===== config.mk =====
export PLATFORM = sky130hd
export DESIGN_NAME = dmpc_core
export DESIGN_NICKNAME = d
export VERILOG_FILES = /design/src/core/dmpc_pkg.sv /design/src/core/dmpc_core.sv /design/src/core/dmpc_stack.sv
export SDC_FILE = /design/constraint.sdc
export NUM_CORES = 1
export LEC_CHECK = 0
export BUFFER_PORTS_ARGS = -buffer_cell sky130_fd_sc_hd__buf_2
export CAP_MARGIN = 15
export CORE_MARGIN = 4
export CORE_UTILIZATION = 61
export CTS_CLUSTER_DIAMETER = 60
export DETAILED_ROUTE_END_ITERATION = 12
export GPL_ROUTABILITY_DRIVEN = 0
export HOLD_SLACK_MARGIN = 0.03
export PLACE_DENSITY = 0.81
export SYNTH_ARGS = -nofsm -noshare
export SYNTH_HDL_FRONTEND = slang
export SYNTH_SLANG_ARGS = --single-unit

===== constraint.sdc =====
create_clock -name clk -period 9.1 [get_ports clk]
set_input_delay 0.455 -clock clk [delete_from_list [all_inputs] [get_ports clk]]
set_output_delay 0.455 -clock clk [all_outputs]
set_load 0.03 [all_outputs]

===== src/core/dmpc_pkg.sv =====
package dmpc_pkg;
  // ---------------------------------------------------------------
  // Data-memory map
  // ---------------------------------------------------------------
  localparam logic [5:0] DMPC_A_IND = 6'h00;
  localparam logic [5:0] DMPC_A_TMR = 6'h01;
  localparam logic [5:0] DMPC_A_PCL = 6'h02;
  localparam logic [5:0] DMPC_A_STAT = 6'h03;
  localparam logic [5:0] DMPC_A_PTR = 6'h04;
  localparam logic [5:0] DMPC_A_PA = 6'h05;
  localparam logic [5:0] DMPC_A_PB = 6'h06;
  localparam logic [5:0] DMPC_A_GPB = 6'h07;
  localparam logic [5:0] DMPC_A_PWR = 6'h08;
  localparam logic [5:0] DMPC_A_WUC = 6'h09;
  localparam logic [5:0] DMPC_A_PCHB = 6'h0a;
  localparam logic [5:0] DMPC_A_PDN = 6'h0b;
  localparam logic [5:0] DMPC_A_ODC = 6'h0c;
  localparam logic [5:0] DMPC_A_PUP = 6'h0d;
  localparam logic [5:0] DMPC_A_IEN = 6'h0e;
  localparam logic [5:0] DMPC_A_IFL = 6'h0f;
  localparam logic [5:0] DMPC_A_GPR_LO = 6'h10;
  // ---------------------------------------------------------------
  // Fixed-bit masks: ones_mask reads 1, zero_mask reads 0
  // ---------------------------------------------------------------
  localparam logic [7:0] DMPC_PTR_ONES = 8'hc0;
  localparam logic [7:0] DMPC_PWR_ONES = 8'h1f;
  localparam logic [7:0] DMPC_IEN_ONES = 8'h78;
  localparam logic [7:0] DMPC_PCHB_ZERO = 8'hfc;
  localparam logic [7:0] DMPC_IFL_ZERO = 8'hf8;
  localparam logic [7:0] DMPC_OPT_ONES = 8'h80;
  // ---------------------------------------------------------------
  // Program counter vectors and reset values
  // ---------------------------------------------------------------
  localparam logic [9:0] DMPC_RESET_VEC = 10'h3ff;
  localparam logic [9:0] DMPC_HW_INT_VEC = 10'h008;
  localparam logic [9:0] DMPC_SW_INT_VEC = 10'h002;
  localparam logic [7:0] DMPC_BYTE_RST = 8'h00;
  localparam logic [7:0] DMPC_DIR_RST = 8'hff;
  localparam logic [7:0] DMPC_OPT_RST = 8'hff;
  // ---------------------------------------------------------------
  // Program-flow operations from the CPU
  // ---------------------------------------------------------------
  typedef enum logic [2:0] {
    DMPC_PC_STEP = 3'h0,
    DMPC_PC_JUMP = 3'h1,
    DMPC_PC_CALL = 3'h2,
    DMPC_PC_RET = 3'h3,
    DMPC_PC_HOLD = 3'h4,
    DMPC_PC_HWINT = 3'h5,
    DMPC_PC_SWINT = 3'h6
  } dmpc_pcop_t;

  typedef struct packed {
    logic rd;
    logic wr;
    logic [5:0] addr;
    logic [7:0] wdata;
  } dmpc_dreq_t;

  typedef struct packed {
    logic valid;
    dmpc_pcop_t op;
    logic [9:0] target;
  } dmpc_flow_t;
endpackage


===== src/core/dmpc_core.sv =====
`timescale 1ns/1ps
module dmpc_core #(
  parameter int STACK_DEPTH = 5
) (
  // Clocking
  input wire logic clk,
  input wire logic rst,
  input wire logic ce,
  // Data-memory access from the CPU
  input wire dmpc_pkg::dmpc_dreq_t dreq,
  output logic [7:0] rdata,
  // Dedicated write instructions
  input wire logic dir_wr,
  input wire logic opt_wr,
  input wire logic [7:0] dir_opt_data,
  // Program flow
  input wire dmpc_pkg::dmpc_flow_t flow,
  output logic [9:0] pc,
  // Peripheral side
  input wire logic [7:0] timer_in,
  input wire logic [7:0] status_in,
  input wire logic [7:0] port_a_pins,
  input wire logic [7:0] port_b_pins,
  input wire logic [7:0] int_flags_in,
  output logic [7:0] port_a_latch,
  output logic [7:0] port_b_latch,
  output logic [7:0] port_a_direction,
  output logic [7:0] port_b_direction,
  output logic [7:0] timer_option_config,
  output logic [7:0] power_control,
  output logic [7:0] wakeup_change_enable,
  output logic [7:0] pulldown_control,
  output logic [7:0] opendrain_control,
  output logic [7:0] pullup_control,
  output logic [7:0] interrupt_enable,
  output logic [7:0] status_wr,
  output logic [7:0] timer_wr,
  output logic [7:0] int_flags_wr,
  output logic status_wr_en,
  output logic timer_wr_en,
  output logic int_flags_wr_en
);
  import dmpc_pkg::*;

  initial begin
    if (STACK_DEPTH < 2) $error("dmpc_core: STACK_DEPTH below 2");
  end

  // ---------------------------------------------------------------
  // Pin synchronisers and state
  // ---------------------------------------------------------------
  logic [7:0] pa_s1_q, pa_s2_q, pb_s1_q, pb_s2_q;
  logic [7:0] ptr_q, pchb_q, gpb_q;
  logic [7:0] gpr_q [64];
  logic [9:0] pc_q;
  logic [7:0] rdata_q;
  logic [5:0] eff_addr;
  logic self_ind;
  logic [7:0] rd_d;
  logic [9:0] pc_d;
  logic [9:0] stk_top;
  logic push, pop;
  logic wr_pcl;

  always_ff @(posedge clk or posedge rst) begin
    if (rst) begin
      pa_s1_q <= DMPC_BYTE_RST;
      pa_s2_q <= DMPC_BYTE_RST;
      pb_s1_q <= DMPC_BYTE_RST;
      pb_s2_q <= DMPC_BYTE_RST;
    end else if (ce) begin
      pa_s1_q <= port_a_pins;
      pa_s2_q <= pa_s1_q;
      pb_s1_q <= port_b_pins;
      pb_s2_q <= pb_s1_q;
    end
  end

  // ---------------------------------------------------------------
  // Address resolution
  // ---------------------------------------------------------------
  // Pointer upper bits are forced to ones, so only bits 5:0 matter
  assign self_ind = (dreq.addr == DMPC_A_IND) && (ptr_q[5:0] == DMPC_A_IND);
  assign eff_addr = (dreq.addr == DMPC_A_IND) ? ptr_q[5:0] : dreq.addr;

  // ---------------------------------------------------------------
  // Read mux
  // ---------------------------------------------------------------
  always_comb begin
    if (self_ind) begin
      rd_d = 8'h00;
    end else if (eff_addr >= DMPC_A_GPR_LO) begin
      rd_d = gpr_q[eff_addr];
    end else if (eff_addr == DMPC_A_TMR) begin
      rd_d = timer_in;
    end else if (eff_addr == DMPC_A_PCL) begin
      rd_d = pc_q[7:0];
    end else if (eff_addr == DMPC_A_STAT) begin
      rd_d = status_in;
    end else if (eff_addr == DMPC_A_PTR) begin
      rd_d = ptr_q | DMPC_PTR_ONES;
    end else if (eff_addr == DMPC_A_PA) begin
      rd_d = {port_a_latch[7:4], pa_s2_q[3:0]};
    end else if (eff_addr == DMPC_A_PB) begin
      rd_d = pb_s2_q;
    end else if (eff_addr == DMPC_A_GPB) begin
      rd_d = gpb_q;
    end else if (eff_addr == DMPC_A_PWR) begin
      rd_d = power_control | DMPC_PWR_ONES;
    end else if (eff_addr == DMPC_A_WUC) begin
      rd_d = wakeup_change_enable;
    end else if (eff_addr == DMPC_A_PCHB) begin
      rd_d = pchb_q & ~DMPC_PCHB_ZERO;
    end else if (eff_addr == DMPC_A_PDN) begin
      rd_d = pulldown_control;
    end else if (eff_addr == DMPC_A_ODC) begin
      rd_d = opendrain_control;
    end else if (eff_addr == DMPC_A_PUP) begin
      rd_d = pullup_control;
    end else if (eff_addr == DMPC_A_IEN) begin
      rd_d = interrupt_enable | DMPC_IEN_ONES;
    end else if (eff_addr == DMPC_A_IFL) begin
      rd_d = int_flags_in & ~DMPC_IFL_ZERO;
    end else begin
      rd_d = 8'h00;
    end
  end

  always_ff @(posedge clk or posedge rst) begin
    if (rst) begin
      rdata_q <= DMPC_BYTE_RST;
    end else if (ce && dreq.rd) begin
      rdata_q <= rd_d;
    end
  end
  assign rdata = rdata_q;

  // ---------------------------------------------------------------
  // Register writes
  // ---------------------------------------------------------------
  logic wen;
  // A self-pointing indirect write is dropped; flags are the ALU's business
  assign wen = ce && dreq.wr && !self_ind;

  always_ff @(posedge clk) begin
    if (wen && eff_addr >= DMPC_A_GPR_LO) begin
      gpr_q[eff_addr] <= dreq.wdata;
    end
  end

  always_ff @(posedge clk or posedge rst) begin
    if (rst) begin
      ptr_q <= DMPC_PTR_ONES;
      pchb_q <= DMPC_BYTE_RST;
      gpb_q <= DMPC_BYTE_RST;
      port_a_latch <= DMPC_BYTE_RST;
      port_b_latch <= DMPC_BYTE_RST;
      power_control <= DMPC_PWR_ONES;
      wakeup_change_enable <= DMPC_BYTE_RST;
      pulldown_control <= DMPC_BYTE_RST;
      opendrain_control <= DMPC_BYTE_RST;
      pullup_control <= DMPC_BYTE_RST;
      interrupt_enable <= DMPC_IEN_ONES;
    end else if (wen) begin
      case (eff_addr)
        DMPC_A_PTR: ptr_q <= dreq.wdata | DMPC_PTR_ONES;
        DMPC_A_PCHB: pchb_q <= dreq.wdata & ~DMPC_PCHB_ZERO;
        DMPC_A_GPB: gpb_q <= dreq.wdata;
        DMPC_A_PA: port_a_latch <= dreq.wdata;
        DMPC_A_PB: port_b_latch <= dreq.wdata;
        DMPC_A_PWR: power_control <= dreq.wdata | DMPC_PWR_ONES;
        DMPC_A_WUC: wakeup_change_enable <= dreq.wdata;
        DMPC_A_PDN: pulldown_control <= dreq.wdata;
        DMPC_A_ODC: opendrain_control <= dreq.wdata;
        DMPC_A_PUP: pullup_control <= dreq.wdata;
        DMPC_A_IEN: interrupt_enable <= dreq.wdata | DMPC_IEN_ONES;
        default: ;
      endcase
    end
  end

  // Writes to timer, status and flags are forwarded to their owners
  always_ff @(posedge clk or posedge rst) begin
    if (rst) begin
      status_wr <= DMPC_BYTE_RST;
      timer_wr <= DMPC_BYTE_RST;
      int_flags_wr <= DMPC_BYTE_RST;
      status_wr_en <= 1'b0;
      timer_wr_en <= 1'b0;
      int_flags_wr_en <= 1'b0;
    end else if (ce) begin
      status_wr <= dreq.wdata;
      timer_wr <= dreq.wdata;
      int_flags_wr <= dreq.wdata & ~DMPC_IFL_ZERO;
      status_wr_en <= wen && eff_addr == DMPC_A_STAT;
      timer_wr_en <= wen && eff_addr == DMPC_A_TMR;
      int_flags_wr_en <= wen && eff_addr == DMPC_A_IFL;
    end
  end

  // Direction page and option: reachable only by their own instructions
  always_ff @(posedge clk or posedge rst) begin
    if (rst) begin
      port_a_direction <= DMPC_DIR_RST;
      port_b_direction <= DMPC_DIR_RST;
      timer_option_config <= DMPC_OPT_RST;
    end else if (ce) begin
      if (dir_wr && dreq.addr == DMPC_A_PA) begin
        port_a_direction <= dir_opt_data;
      end else if (dir_wr && dreq.addr == DMPC_A_PB) begin
        port_b_direction <= dir_opt_data;
      end
      if (opt_wr) begin
        timer_option_config <= dir_opt_data | DMPC_OPT_ONES;
      end
    end
  end

  // ---------------------------------------------------------------
  // Program counter
  // ---------------------------------------------------------------
  assign wr_pcl = wen && eff_addr == DMPC_A_PCL;
  assign push = flow.valid && flow.op == DMPC_PC_CALL;
  assign pop = flow.valid && flow.op == DMPC_PC_RET;

  always_comb begin
    pc_d = pc_q + 10'h001;
    if (wr_pcl) begin
      pc_d = {pchb_q[1:0], dreq.wdata};
    end else if (flow.valid) begin
      case (flow.op)
        DMPC_PC_JUMP: pc_d = flow.target;
        DMPC_PC_CALL: pc_d = flow.target;
        DMPC_PC_RET: pc_d = stk_top;
        DMPC_PC_HOLD: pc_d = pc_q;
        DMPC_PC_HWINT: pc_d = DMPC_HW_INT_VEC;
        DMPC_PC_SWINT: pc_d = DMPC_SW_INT_VEC;
        default: pc_d = pc_q + 10'h001;
      endcase
    end
  end

  always_ff @(posedge clk or posedge rst) begin
    if (rst) begin
      pc_q <= DMPC_RESET_VEC;
    end else if (ce) begin
      pc_q <= pc_d;
    end
  end
  assign pc = pc_q;

  dmpc_stack #(
    .DEPTH(STACK_DEPTH),
    .WIDTH(10)
  ) u_stack (
    .clk(clk),
    .rst(rst),
    .ce(ce),
    .push(push),
    .pop(pop),
    .push_data(pc_q + 10'h001),
    .top_data(stk_top)
  );
endmodule


===== src/core/dmpc_stack.sv =====
`timescale 1ns/1ps
module dmpc_stack #(
  parameter int DEPTH = 5,
  parameter int WIDTH = 10
) (
  // Clocking
  input wire logic clk,
  input wire logic rst,
  input wire logic ce,
  // Push and pop
  input wire logic push,
  input wire logic pop,
  input wire logic [WIDTH-1:0] push_data,
  output logic [WIDTH-1:0] top_data
);
  localparam int PW = (DEPTH > 1) ? $clog2(DEPTH) : 1;
  localparam logic [PW-1:0] LAST = PW'(DEPTH - 1);

  initial begin
    if (DEPTH < 2 || WIDTH < 1) $error("dmpc_stack: bad DEPTH or WIDTH");
  end

  logic [WIDTH-1:0] mem_q [DEPTH];
  logic [PW-1:0] top_q;
  logic [PW-1:0] up;

  // Circular pointer: a push past entry DEPTH (the fifth by default) overwrites the oldest
  assign up = (top_q == LAST) ? '0 : top_q + PW'(1);
  assign top_data = mem_q[top_q];

  // ---------------------------------------------------------------
  // Pointer
  // ---------------------------------------------------------------
  always_ff @(posedge clk or posedge rst) begin
    if (rst) begin
      top_q <= LAST;
    end else if (ce) begin
      if (push) begin
        top_q <= up;
      end else if (pop) begin
        top_q <= (top_q == '0) ? LAST : top_q - PW'(1);
      end
    end
  end

  // ---------------------------------------------------------------
  // Storage
  // ---------------------------------------------------------------
  generate
    for (genvar i = 0; i < DEPTH; i++) begin : g_ent
      always_ff @(posedge clk or posedge rst) begin
        if (rst) begin
          mem_q[i] <= '0;
        end else if (ce && push && up == PW'(i)) begin
          mem_q[i] <= push_data;
        end
      end
    end
  endgenerate
endmodule


# == Yosys cells after proc, flatten, opt, wreduce, memory -nomap -nowiden ==
# Memories as Yosys holds them, arrays and structs flattened.
# Cells that the tools add are included.
# word_totals
ff_bits,203
mem_bits_rw,512
in_bits,83
elab_cells,140
n_memories,1
# op_classes
addsub,3
magnitude_cmp,2
n_eq_ne,29
muxes,30
bitwise,2
n_reduce_logical,42
# memory_table
name,words,width,read_ports,rd_clocked_by_memory_dff,write_ports,line,rtl
gpr_q,64,8,1,0,1,dmpc_core.sv:54,logic [7:0] gpr_q [64];
# ops
op,count
two-way mux 8 bit,16
one-hot mux 10 bit (5 select lines),1
equality test 6 x 4 -> 1 bit (second input constant),8
two-way mux 10 bit,4
equality test 6 x 3 -> 1 bit (second input constant),6
binary-select mux 10 bit (select 3 bit),1
AND reduction 2 bit,15
logical AND 1 bit,19
equality test 3 bit (second input constant),5
two-way mux 3 bit,5
equality test 3 x 2 -> 1 bit (second input constant),4
equality test 6 x 2 -> 1 bit (second input constant),2
zero test 6 bit,2
adder 10 x 1 -> 10 bit (second input constant),1
equality test 3 x 1 -> 1 bit (second input constant),2
equality test 6 x 1 -> 1 bit (second input constant),1
>= comparator 6 x 5 -> 1 bit (second input constant),1
zero test 3 bit,2
two-way mux 6 bit,1
>= comparator 4 bit (second input constant),1
NOT 3 -> 4 bit,1
adder 3 x 1 -> 3 bit (second input constant),1
!= test 3 bit (second input constant),1
AND reduction 3 bit,1
6 further kinds,7

# == Longest topological paths before layout ==
# Gate-level depths: netlist of run 1.
# logic_depth
depth_word,20
ltp_mapped,13
depth_no_buf,8

# == Modules after synthesis ==
# Synthesis of run 1 repeated with hierarchy kept, for this count alone.
# hier_totals
hier_cells,1693
hier_area_um2,25255.5
# by_module_without_submodules
module,n_inst,cells_each,area_per_inst_um2,seq_area_each_um2
dmpc_core,1,1501,22650.5,15250.9
dmpc_stack,1,192,2605.0,1327.5

# == Worst setup path after synthesis of run 1 ==
# No wires, ideal clock.
# synth_timing
path_kind,reg-to-reg
from,reg u_stack.top_q[0]
to,reg u_stack.mem_q[2] (netlist bit)
setup_ns,0.078
t_arrival_ns,2.976
t_required_ns,9.022
slack_ns,6.046
stages_incl_launch_ff,11
n_path_buf,3
path_cell_list,dfrtp_1 > clkbuf_1 > clkbuf_1 > inv_1 > ha_1 > ha_1 > nand2b_1 > nor4_2 > clkbuf_1 > nor2_1 > a21oi_1
# synth_via
elab_chain_cells,4
word_cells_on_any_way,5
classes_between,add/sub (1); eq/ne (2); mux (1); reduce/logical (1)
# synth_rtl
element,line,rtl
start: declaration,dmpc_stack.sv:24,logic [PW-1:0] top_q;
start signal: assignment,dmpc_stack.sv:39,top_q <= up;
start signal: assignment,dmpc_stack.sv:41,top_q <= (top_q == '0) ? LAST : top_q - PW'(1);
adder 3 x 1 -> 3 bit or equality test 3 bit (tied branches),dmpc_stack.sv:28,assign up = (top_q == LAST) ? '0 : top_q + PW'(1);
two-way mux 3 bit *,dmpc_stack.sv:28,
equality test 3 bit *,dmpc_stack.sv:54,end else if (ce && push && up == PW'(i)) begin
logical AND 1 bit *,dmpc_stack.sv:54,
end signal: indexed assignment,dmpc_stack.sv:55,mem_q[i] <= push_data;
end: declaration,dmpc_stack.sv:23,logic [WIDTH-1:0] mem_q [DEPTH];
# Mark *: on every way between the ends. The rest lies on a longest branch, timed or not.
# A chain may end at the register's enable or synchronous reset.

# == Final worst setup path of run 1 ==
# layout_timing
from,reg ptr_q[2]
to,reg rdata_q[0] (netlist: rdata[0])
# layout_via
elab_chain_cells,19
word_cells_on_any_way,37
classes_between,order compare (1); eq/ne (15); mux (18); reduce/logical (2); memory (1)
# layout_rtl
element,line,rtl
start: declaration,dmpc_core.sv:53,"logic [7:0] ptr_q, pchb_q, gpb_q;"
start signal: assignment,dmpc_core.sv:166,DMPC_A_PTR: ptr_q <= dreq.wdata | DMPC_PTR_ONES;
two-way mux 6 bit,dmpc_core.sv:84,assign eff_addr = (dreq.addr == DMPC_A_IND) ? ptr_q[5:0] : dreq.addr;
equality test 6 x 4 -> 1 bit,dmpc_core.sv:122,end else if (eff_addr == DMPC_A_IFL) begin
two-way mux 3 bit,dmpc_core.sv:122,
two-way mux 8 bit,dmpc_core.sv:120,end else if (eff_addr == DMPC_A_IEN) begin
two-way mux 8 bit,dmpc_core.sv:118,end else if (eff_addr == DMPC_A_PUP) begin
two-way mux 8 bit,dmpc_core.sv:116,end else if (eff_addr == DMPC_A_ODC) begin
two-way mux 8 bit,dmpc_core.sv:114,end else if (eff_addr == DMPC_A_PDN) begin
two-way mux 8 bit,dmpc_core.sv:112,end else if (eff_addr == DMPC_A_PCHB) begin
[... 3 more ...],n/a,
two-way mux 8 bit,dmpc_core.sv:104,end else if (eff_addr == DMPC_A_PB) begin
two-way mux 8 bit,dmpc_core.sv:102,end else if (eff_addr == DMPC_A_PA) begin
two-way mux 8 bit,dmpc_core.sv:100,end else if (eff_addr == DMPC_A_PTR) begin
two-way mux 8 bit,dmpc_core.sv:98,end else if (eff_addr == DMPC_A_STAT) begin
two-way mux 8 bit,dmpc_core.sv:96,end else if (eff_addr == DMPC_A_PCL) begin
two-way mux 8 bit,dmpc_core.sv:94,end else if (eff_addr == DMPC_A_TMR) begin
two-way mux 8 bit,dmpc_core.sv:92,end else if (eff_addr >= DMPC_A_GPR_LO) begin
two-way mux 8 bit *,dmpc_core.sv:90,if (self_ind) begin
end signal: assignment,dmpc_core.sv:133,rdata_q <= rd_d;
end: declaration,dmpc_core.sv:56,logic [7:0] rdata_q;
# Marked as above.

==> results of run 1 <==
per-stage QoR:
stage	util [%]	power (uW)	std cells
2_1_floorplan	-	3810	1871
3_3_place_gp	65.1	4090	2486
3_5_place_dp	65.1	4140	2487
4_1_cts	69.5	6330	2590
5_1_grt	69.7	6550	2600
6_report	69.7	6340	2600
power groups by stage:
stage                     combinational [uW]  sequential, uW  clock (uW)
after floorplan                          546            3270           0
after global routing                     972            3220        2360
final                                    913            3200        2230
after global placement                   859            3230           0
after detailed placement                 895            3240           0
after CTS                                902            3200        2230
cell type report:
cell class	count	area [sq um]
sequential	584	16600
fill	2579	12100
multi-input combinational	1139	7420
clock buffer	71	1480
timing repair buffer	228	1260
tap	525	657
clock inverter	32	279
inverter	16	67.6
antenna	5	12.5
flip-flops by register name, summed over array words and instances, names as in the netlist, 4 cells and up:
register,cells
pa_s2_q,4
pb_s2_q,8
port_a_latch,8
rdata,8
opendrain_control,8
pb_s1_q,8
interrupt_enable,4
pa_s1_q,4
gpr_q,384
port_b_latch,8
gpb_q,8
wakeup_change_enable,8
timer_option_config,7
ptr_q,6
port_b_direction,8
pullup_control,8
u_stack.mem_q,50
pc,10
timer_wr,8
pulldown_control,8
port_a_direction,8
cells by family (layout without fill, tap and decap cells):
| logic type | count (synthesis) | after routing | share of synthesized area [%] |
|---|---|---|---|
| DFF | 584 | 584 | 67.4 |
| adders and majority gates | 7 | 7 | 0.356 |
| other | 2 | 20 | 0.0305 |
| and+or+nand+nor | 472 | 472 | 8.69 |
| AOI/OAI and AO/OA | 480 | 480 | 12.7 |
| muxes | 155 | 155 | 7.54 |
| buffers and inverters | 148 | 347 | 2.94 |
| xor gates and xnor gates | 10 | 10 | 0.356 |
synthesized netlist by cell type, drive strengths merged (11+ instances only):
master  number  area share (%)
nand3       23            0.53
mux4        11             1.0
o22ai       69             1.8
clkbuf      47            0.72
dfstp       34             3.6
o21ai       62             1.3
a221oi      12            0.45
nor3        31            0.71
nand2      210             3.2
o221ai      14            0.50
dfrtp      166              17
buf         85             2.0
a31oi       57             1.4
a22o        11            0.39
a22oi       14            0.45
nor2       137             2.1
mux2       134             6.1
a21oi      149             3.0
edfxtp     384              47
inv         16            0.24
o22a        13            0.46
nor4        11            0.39
metal layers:
layer  GRT usage [%]  part of all wire [%]
met4            11.9                   4.9
met5               0                     0
met3            6.61                    13
met1            42.0                    35
met2            49.9                    47
critical path: stages (launching register included):
cell	delay (ns)
dfrtp_1	0.51
nor3b_2	0.28
a21oi_4	0.49
buf_4	0.53
buf_4	0.56
nor2_1	0.32
a221o_1	0.37
a22oi_1	0.26
or3b_1	0.41
a221oi_2	0.30
o41ai_1	0.10
how the worst min path moves through the flow:
stage / endpoint / slack [ns]
floorplan: u_stack.mem_q[20] / 0.44
global placement: u_stack.mem_q[29] / 0.46
detailed placement: u_stack.mem_q[29] / 0.47
CTS: u_stack.mem_q[39] / 0.06
global route: pb_s1_q[6] / 0.10
finish: u_stack.mem_q[33] / 0.02
cell usage in the layout (no fill, tap or decap), types with 13 or more instances in the layout:
cell,Yosys,final
a21oi_1,148,147
a22oi_1,13,13
a31oi_1,57,57
buf_2,32,192
buf_4,32,32
clkbuf_16,0,55
conb_1,2,15
dfrtp_1,166,166
dfstp_2,34,34
edfxtp_1,384,384
inv_1,16,15
mux2_2,134,134
nand2_1,210,210
nand3_1,20,20
nor2_1,136,136
nor3_1,27,26
o21ai_0,52,52
o221ai_1,14,14
o22a_1,13,13
o22ai_1,69,69
==> impl_metrics.yaml, run 1 <==
clocking:
  cts-root-buf: "clkbuf_16"
  cts_tree: "built"
  clock-sinks: 584
  cts_hold_buf: 0
  ctsResizeCount: 0
  cts_buffers: 55
  clk_latency_ns: 0.63
  cts_max_level: 2
  clk_pin_slew_ns: 0.07
  cts_setup_buffers: 0
  clockBufferDepth: 3
timing:
  slew_headroom_pct: 18.2
  fin_crit_sh_pct: 46.8
  period_minus_slack_ns: 4.26
  slew_violations: 0
  timing.fmax_mhz: 235
  hold_slack_ns: 0.0181
  fin_tns_setup_ns: 0
  worst_clock_skew_ns: 0.0505
  rsz0062_at_grt: "false"
  layout_setup_ws_ns: 4.84
  worst_slew_pin_slew_ns: 1.23
  setup_viol: 0
  hold_violations: 0
critical_path:
  arrival_ns: 4.75
  required_ns: 9.60
  path_class: "reg -> reg"
  r2r_cells: 10
  reg2reg_from: "ptr_q[2]"
  r2r_setup_slack_ns: 4.84
  cp-startpoint: "ptr_q[2]"
  reg2reg_to: "rdata[0]"
  endpoint: "rdata[0]"
  crit_path_end_kind: "register"
  cp_max_fo: 40
  start_kind: "register"
synthesis:
  yosysWarnings: 0
  synth_flop_cell: "edfxtp_1"
  syn_inst: 1858
  seq_area_frac_synth_pct: 67.4
  syn_avg_cell_area_sq_um: 13.2
  synth_edf_count: 384
  yosys_register_bits: 584
  async_reset_ff_share_pct: 34.2
  yosys.cell_types.count: 96
  netlist_area_sq_um: 24600
routing:
  postRouteWirelength_um: 69500
  viasPerCell: 6.76
  num_vias: 17600
  dr.pass1.iters: 7
  drc: 0
  antenna_left: 0
  drt_iter0_drc: 2972
  wl_per_cell_um: 26.7
place:
  place_area_sq_um: 25900
  place_ws_ns: 4.66
  post-dp-hpwl_um: 42600
  port_buffers: 191
global_route:
  antenna_found_initial: 5
  grt_overflow: 0
  grtUsageTotal_pct: 30.9
  grt_pass1_vias: 17300
  grt_pass1_wl_um: 105000
  grt_max_degree: 129
pwr:
  clkPwrFrac_pct: 35.2
  p_comb_share_pct: 14.4
  leakage_uw: 0.0105
  powerDensity_nw_per_um2: 229
  swShare_pct: 27.6
  peakVddDrop_uv: 225
  power.internal_uw: 4590
  p_switching_uw: 1750
  p_seq_share_pct: 50.4
die:
  core_sq_um: 39800
  start_util_pct: 61.8
  rows: 73
  dieArea_sq_um: 43600
  die_w_um: 209
  ioPinCount: 216
  fp.dieH_um: 209
flow_run:
  maxCapViolations: 0
worst_hold_path:
  hp-class: "in -> async"
final_layout:
  nNetsFinal: 2114
  area_growth_pct: 12.7
  drive_above_1_share_pct: 25.1
  fin_area_sq_um: 27700
outcome:
  run_status: "finished clean"
Power figures use the tool's default switching activity.
==> inputs of run 2 (changes only) <==
- ABC_AREA: unset -> 1
- CORE_UTILIZATION: 61 -> 53
- PLACE_DENSITY: 0.81 -> 0.75
- clock period: 9.1 -> 3.7 ns (I/O delays scaled with it)
==> impl_metrics.yaml, run 2 <==
global_route:
  met1_usage_pct: 35.8
  grt_max_degree: 148
  grtUsageTotal_pct: 26.5
  met2_usage_pct: 43.0
  grt_pass1_wl_um: 102000
  grt_pass1_vias: 17600
  grt_overflow: 0
  met3_usage_pct: 5.21
  gr-max-usage-layer: "met2"
  antenna_found_initial: 3
critical_path:
  required_ns: 4.25
  r2r_setup_slack_ns: 0.29
  r2r_cells: 20
  cp_max_fo: 13
  worst_path_max_delay_cell: "dlygate4sd3_1"
  reg2reg_to: "rdata[3]"
  worst_path_largest_cell_delay_ns: 0.55
  start_kind: "register"
  crit_path_end_kind: "register"
  cpLargestDelayFamily: "simple AND/OR/NAND/NOR gates"
  path_class: "reg -> reg"
  crit_chain: "inv_1 > nor2_1 > nand3_2 > nand2_4 > inv_2 > nor2_4 > nand2_4 > buf_4 > nor2_2 > nand2_1 > nand2_1 > o21ai_0 > nand3_1 > nand2_1 > nand3_1 > nor2_1 > nand4_1 > dlygate4sd3_1 > nand2_1 > nand2_1"
  reg2reg_from: "ptr_q[2]"
  crit_buf_inv: 4
  arrival_ns: 3.96
  crit_top_cell: "nand2_1"
clocking:
  clock-sinks: 584
  cts-root-buf: "clkbuf_16"
  clk_latency_ns: 0.61
  clockBufferDepth: 3
  cts_tree: "built"
  clk_pin_slew_ns: 0.07
  cts_setup_buffers: 0
  cts_max_level: 2
  cts_buffers: 57
synthesis:
  ys_top_cells_by_count: "421 x nand2_1, 384 x edfxtp_1, 202 x nor2_1"
  async_reset_ff_share_pct: 34.2
  yosys-top-cells-area: "edfxtp_1 48%, dfrtp_1 17%, nand2_1 6.5%"
  yosys_register_bits: 584
  syn_avg_cell_area_sq_um: 11.4
  yosys.cell_types.count: 53
  netlist_area_sq_um: 24200
  syn_inst: 2123
  synth_flop_cell: "edfxtp_1"
  yosysMostFrequentCell: "nand2_1"
  synth_edf_count: 384
  seq_area_frac_synth_pct: 68.6
  synth_area_leader_cell: "edfxtp_1"
  synth_top_area_share_pct: 47.7
  yosysWarnings: 0
pwr:
  powerDensity_nw_per_um2: 548
  peakVddDrop_uv: 354
  leakage_uw: 0.0110
final_layout:
  nNetsFinal: 2454
  largest_reg_flops: 384
  fill_cells: 3361
  largest_register: "gpr_q"
  most-common-layout-cells: "420 x nand2_1, 384 x edfxtp_1, 202 x nor2_1"
  fin_util_pct: 62.7
  drive_above_1_share_pct: 18.6
  mostFrequentLayoutCell: "nand2_1"
  area_growth_pct: 15.9
  fin_area_sq_um: 28000
  register_area_sq_um: 16600
  multi_input_area_sq_um: 6540
worst_hold_path:
  hp-class: "in -> reg"
  hold-path-endpoint: "rdata[5]"
  min_path_cells: 5
  hp-start: "status_in[5]"
timing:
  layout_setup_ws_ns: 0.289
  worst_slew_pin_slew_ns: 0.993
  slew_violations: 0
  rsz0062_at_grt: "false"
  timing.fmax_mhz: 293
  fin_tns_setup_ns: 0
  slew_headroom_pct: 33.6
  setup_viol: 0
  fin_crit_sh_pct: 92.2
  period_minus_slack_ns: 3.41
  worst_clock_skew_ns: 0.0122
  hold_violations: 0
die:
  die_w_um: 221
  ioPinCount: 216
  core_sq_um: 44600
  dieArea_sq_um: 49000
  fp.dieH_um: 221
  rows: 77
  start_util_pct: 54.1
routing:
  viasPerCell: 6.03
  num_vias: 18100
  dr.pass1.iters: 7
  drc: 0
  antenna_left: 0
  wl_per_cell_um: 22.2
  postRouteWirelength_um: 66600
  drt_iter0_drc: 2469
outcome:
  run_status: "finished clean"
place:
  port_buffers: 191
  place_ws_ns: 0.472
  place_area_sq_um: 25700
  post-dp-hpwl_um: 43200
flow_run:
  maxCapViolations: 0
## run 2: cell count changes after synthesis, sizes merged, moves of 81 or more
cell,change
a21oi,-97
o21ai,+170
inv,+94
o22ai,+105
nor2,+81
nand2,+233
mux2,-134
## run 2: final cells by class
class	instances	area share (%)
Tap cell	592	2.65
Sequential cell	584	59.2
Clock buffer	79	5.76
Inverter	110	1.50
Antenna cell	2	0.0179
Clock inverter	28	0.908
Timing Repair Buffer	288	6.55
Multi-Input combinational cell	1323	23.4
## run 2: logic make-up (layout without fill, tap and decap cells)
kind of cell             count (synthesis)  count (layout)  synth area share (%)
buffers and inverters                  229             505                  4.50
XOR/XNOR                                 8               8                 0.290
adder cells (fa/ha/maj)                  7               7                 0.363
multiplexers                             1               1                0.0414
AO/OA/AOI/OAI                          493             493                  11.5
other                                    2              17                0.0311
flip-flops                             584             584                  68.6
AND/OR/NAND/NOR                        799             799                  14.6
## run 2: worst max-delay path by stage
stage / cells after the start / from / end / slack [ns]
after CTS: 20 / ptr_q[2] / rdata[3] / 0.25
final: 20 / ptr_q[2] / rdata[3] / 0.29
after floorplan: 1 / rst / gpb_q[0] / 0.95
after detailed placement: 13 / dreq[9] / gpr_q[49][3] / 0.47
after global routing: 16 / ptr_q[2] / rdata[3] / 0.12
after global placement: 13 / dreq[9] / gpr_q[59][1] / 0.59
## run 2: report_power, final
group	switching [uW]	internal, uW	leakage [uW]
registers	275	7360	0.00599
clock network	2440	3330	0.000919
logic	1360	571	0.00412
total	4070	11300	0.0110
## run 2: metal layers
layer | up-vias | part of all wire, %
li1 | 7974 | -
met3 | 188 | 10
met4 | 2 | 3.8
met1 | 8808 | 38
met2 | 1140 | 48
met5 | - | 0.020
## run 2: stage by stage
stage          cells  hold slack (ns)  total power [uW]
3_3_place_gp    2858            0.243              9530
3_5_place_dp    2858            0.247              9610
2_1_floorplan   2136            0.284              8920
4_1_cts         3004           0.0331             15300
6_report        3006           0.0532             15300
5_1_grt         3006           0.0452             15900
## run 2: tightest hold or removal path, cell delays in order
cell and delay, ns:
buf_2 0.10, o21ai_1 0.13, nand3_1 0.10, nand2_1 0.05, nand2_1 0.05
## run 2: timing repair
item                                    4_1_cts  5_1_grt
resized for setup                             0        1
hold buffers                                 39        0
endpoints found under the setup margin        0        1
hold endpoints to repair                     76        0
==> inputs of run 3 (changes only) <==
- PLACE_DENSITY: 0.75 -> 0.81
==> impl_metrics.yaml, run 3 (synthesis results as in run 2) <==
outcome:
  run_status: "finished clean"
final_layout:
  antenna_cells: 0
  fill_cells: 3104
  largest_reg_flops: 384
  most-common-layout-cells: "420 x nand2_1, 384 x edfxtp_1, 200 x nor2_1, 200 x o21ai_0, 191 x buf_2"
  register_area_sq_um: 16600
  mostFrequentLayoutCell: "nand2_1"
  drive_above_1_share_pct: 18.8
  multi_input_area_sq_um: 6550
  area_growth_pct: 16.2
  largest_register: "gpr_q"
  nNetsFinal: 2449
routing:
  drc: 0
  postRouteWirelength_um: 68100
  dr.pass1.iters: 6
  wl_per_cell_um: 22.7
  drt_iter0_drc: 3113
  viasPerCell: 6.18
  antenna_left: 0
  num_vias: 18500
die:
  rows: 77
  dieArea_sq_um: 49000
  ioPinCount: 216
  start_util_pct: 54.1
  die_w_um: 221
  fp.dieH_um: 221
  core_sq_um: 44600
timing:
  setup_viol: 0
  slew_violations: 0
  fin_tns_setup_ns: 0
  timing.fmax_mhz: 289
  hold_slack_ns: 0.0662
  period_minus_slack_ns: 3.46
  worst_slew_pin_slew_ns: 1.04
  slew_headroom_pct: 30.6
  rsz0062_at_grt: "false"
  fin_crit_sh_pct: 93.5
  hold_violations: 0
  worst_clock_skew_ns: 0.0454
clocking:
  cts_max_level: 2
  cts_tree: "built"
  clock-sinks: 584
  clk_pin_slew_ns: 0.07
  cts_buffers: 57
  cts-root-buf: "clkbuf_16"
  clockBufferDepth: 3
  cts_setup_buffers: 0
  clk_latency_ns: 0.63
flow_run:
  maxCapViolations: 0
critical_path:
  cpLargestDelayFamily: "simple AND/OR/NAND/NOR gates"
  worst_path_largest_cell_delay_ns: 0.58
  path_class: "reg -> reg"
  crit_path_end_kind: "register"
  required_ns: 4.22
  cp_max_fo: 12
  start_kind: "register"
  crit_top_cell: "nand2_1"
  reg2reg_to: "rdata[3]"
  worst_path_max_delay_cell: "dlygate4sd3_1"
  arrival_ns: 3.98
  cp_num_cells: 16
  r2r_cells: 16
  reg2reg_from: "ptr_q[0]"
  r2r_setup_slack_ns: 0.24
  crit_chain: "inv_1 > nand4_1 > nand2_2 > buf_4 > nand2_1 > nor2_2 > nand2_1 > o21ai_0 > nand3_1 > nand2_1 > nand3_1 > nor2_2 > nand4_1 > dlygate4sd3_1 > nand2_1 > nand2_1"
  crit_buf_inv: 3
global_route:
  grt_pass1_wl_um: 104000
  grtUsageTotal_pct: 26.8
  grt_max_degree: 100
  grt_overflow: 0
  grt_pass1_vias: 18200
  antenna_found_initial: 1
worst_hold_path:
  min_path_cells: 1
  hp-class: "in -> reg"
  hold-path-endpoint: "gpr_q[26][3]"
  hp-start: "dreq[3]"
pwr:
  peakVddDrop_uv: 428
  powerDensity_nw_per_um2: 559
  leakage_uw: 0.0111
place:
  port_buffers: 191
  post-dp-hpwl_um: 42800
==> run 3: cell count changes in the layout (fill, tap and decap cells not counted), sizes merged <==
cell / delta
clkinvlp: +3
inv: +1
clkinv: -2
bufinv: +5
clkbuf: -7
buf: -4
diode: -2
dlygate4sd3: -1
==> run 3: final cells by class <==
type | instances | share of cell area (%)
Sequential cell | 584 | 59.1
Multi-Input combinational cell | 1323 | 23.3
Timing Repair Buffer | 283 | 6.38
Clock buffer | 72 | 5.58
Tap cell | 592 | 2.64
Clock inverter | 35 | 1.54
Inverter | 110 | 1.49
==> run 3: timing repair <==
| item | in CTS | in global routing |
|---|---|---|
| hold buffers | 38 | 0 |
| hold endpoints to repair | 75 | 0 |
| setup endpoints to repair | 0 | 1 |
| resized for setup | 0 | 3 |
==> run 3: routing by layer <==
metal	GRT usage (%)	wire (um)	vias to the layer above
met5	0	13	-
met4	10.5	2690	2
met3	7.02	8260	239
met2	44.1	32700	1385
met1	34.3	24400	8960
li1	-	-	7950
==> run 3: report_power, final <==
group          internal, uW  switching (uW)  leakage [uW]
clock network          3630            2520      0.000974
registers              7360             281       0.00599
logic                   556            1360       0.00410
==> run 3: worst max-delay path by stage <==
stage	startpoint	end
global route	ptr_q[0]	rdata[3]
CTS	ptr_q[0]	rdata[3]
global placement	dreq[9]	gpr_q[26][1]
finish	ptr_q[0]	rdata[3]
detailed placement	dreq[9]	gpr_q[49][4]
floorplan	rst	gpb_q[0]
==> run 3: metrics by stage <==
stage / setup WS, ns / power, uW / utilization (%) / area, sq um / std cells
after floorplan: 0.954 / 8920 / - / 24200 / 2136
after global placement: 0.389 / 9490 / 57.6 / 25700 / 2854
after detailed placement: 0.277 / 9580 / 57.6 / 25700 / 2854
after CTS: 0.198 / 15700 / 62.9 / 28100 / 2999
after global routing: 0.0273 / 16200 / 62.9 / 28100 / 2999
final: 0.242 / 15700 / 62.9 / 28100 / 2999
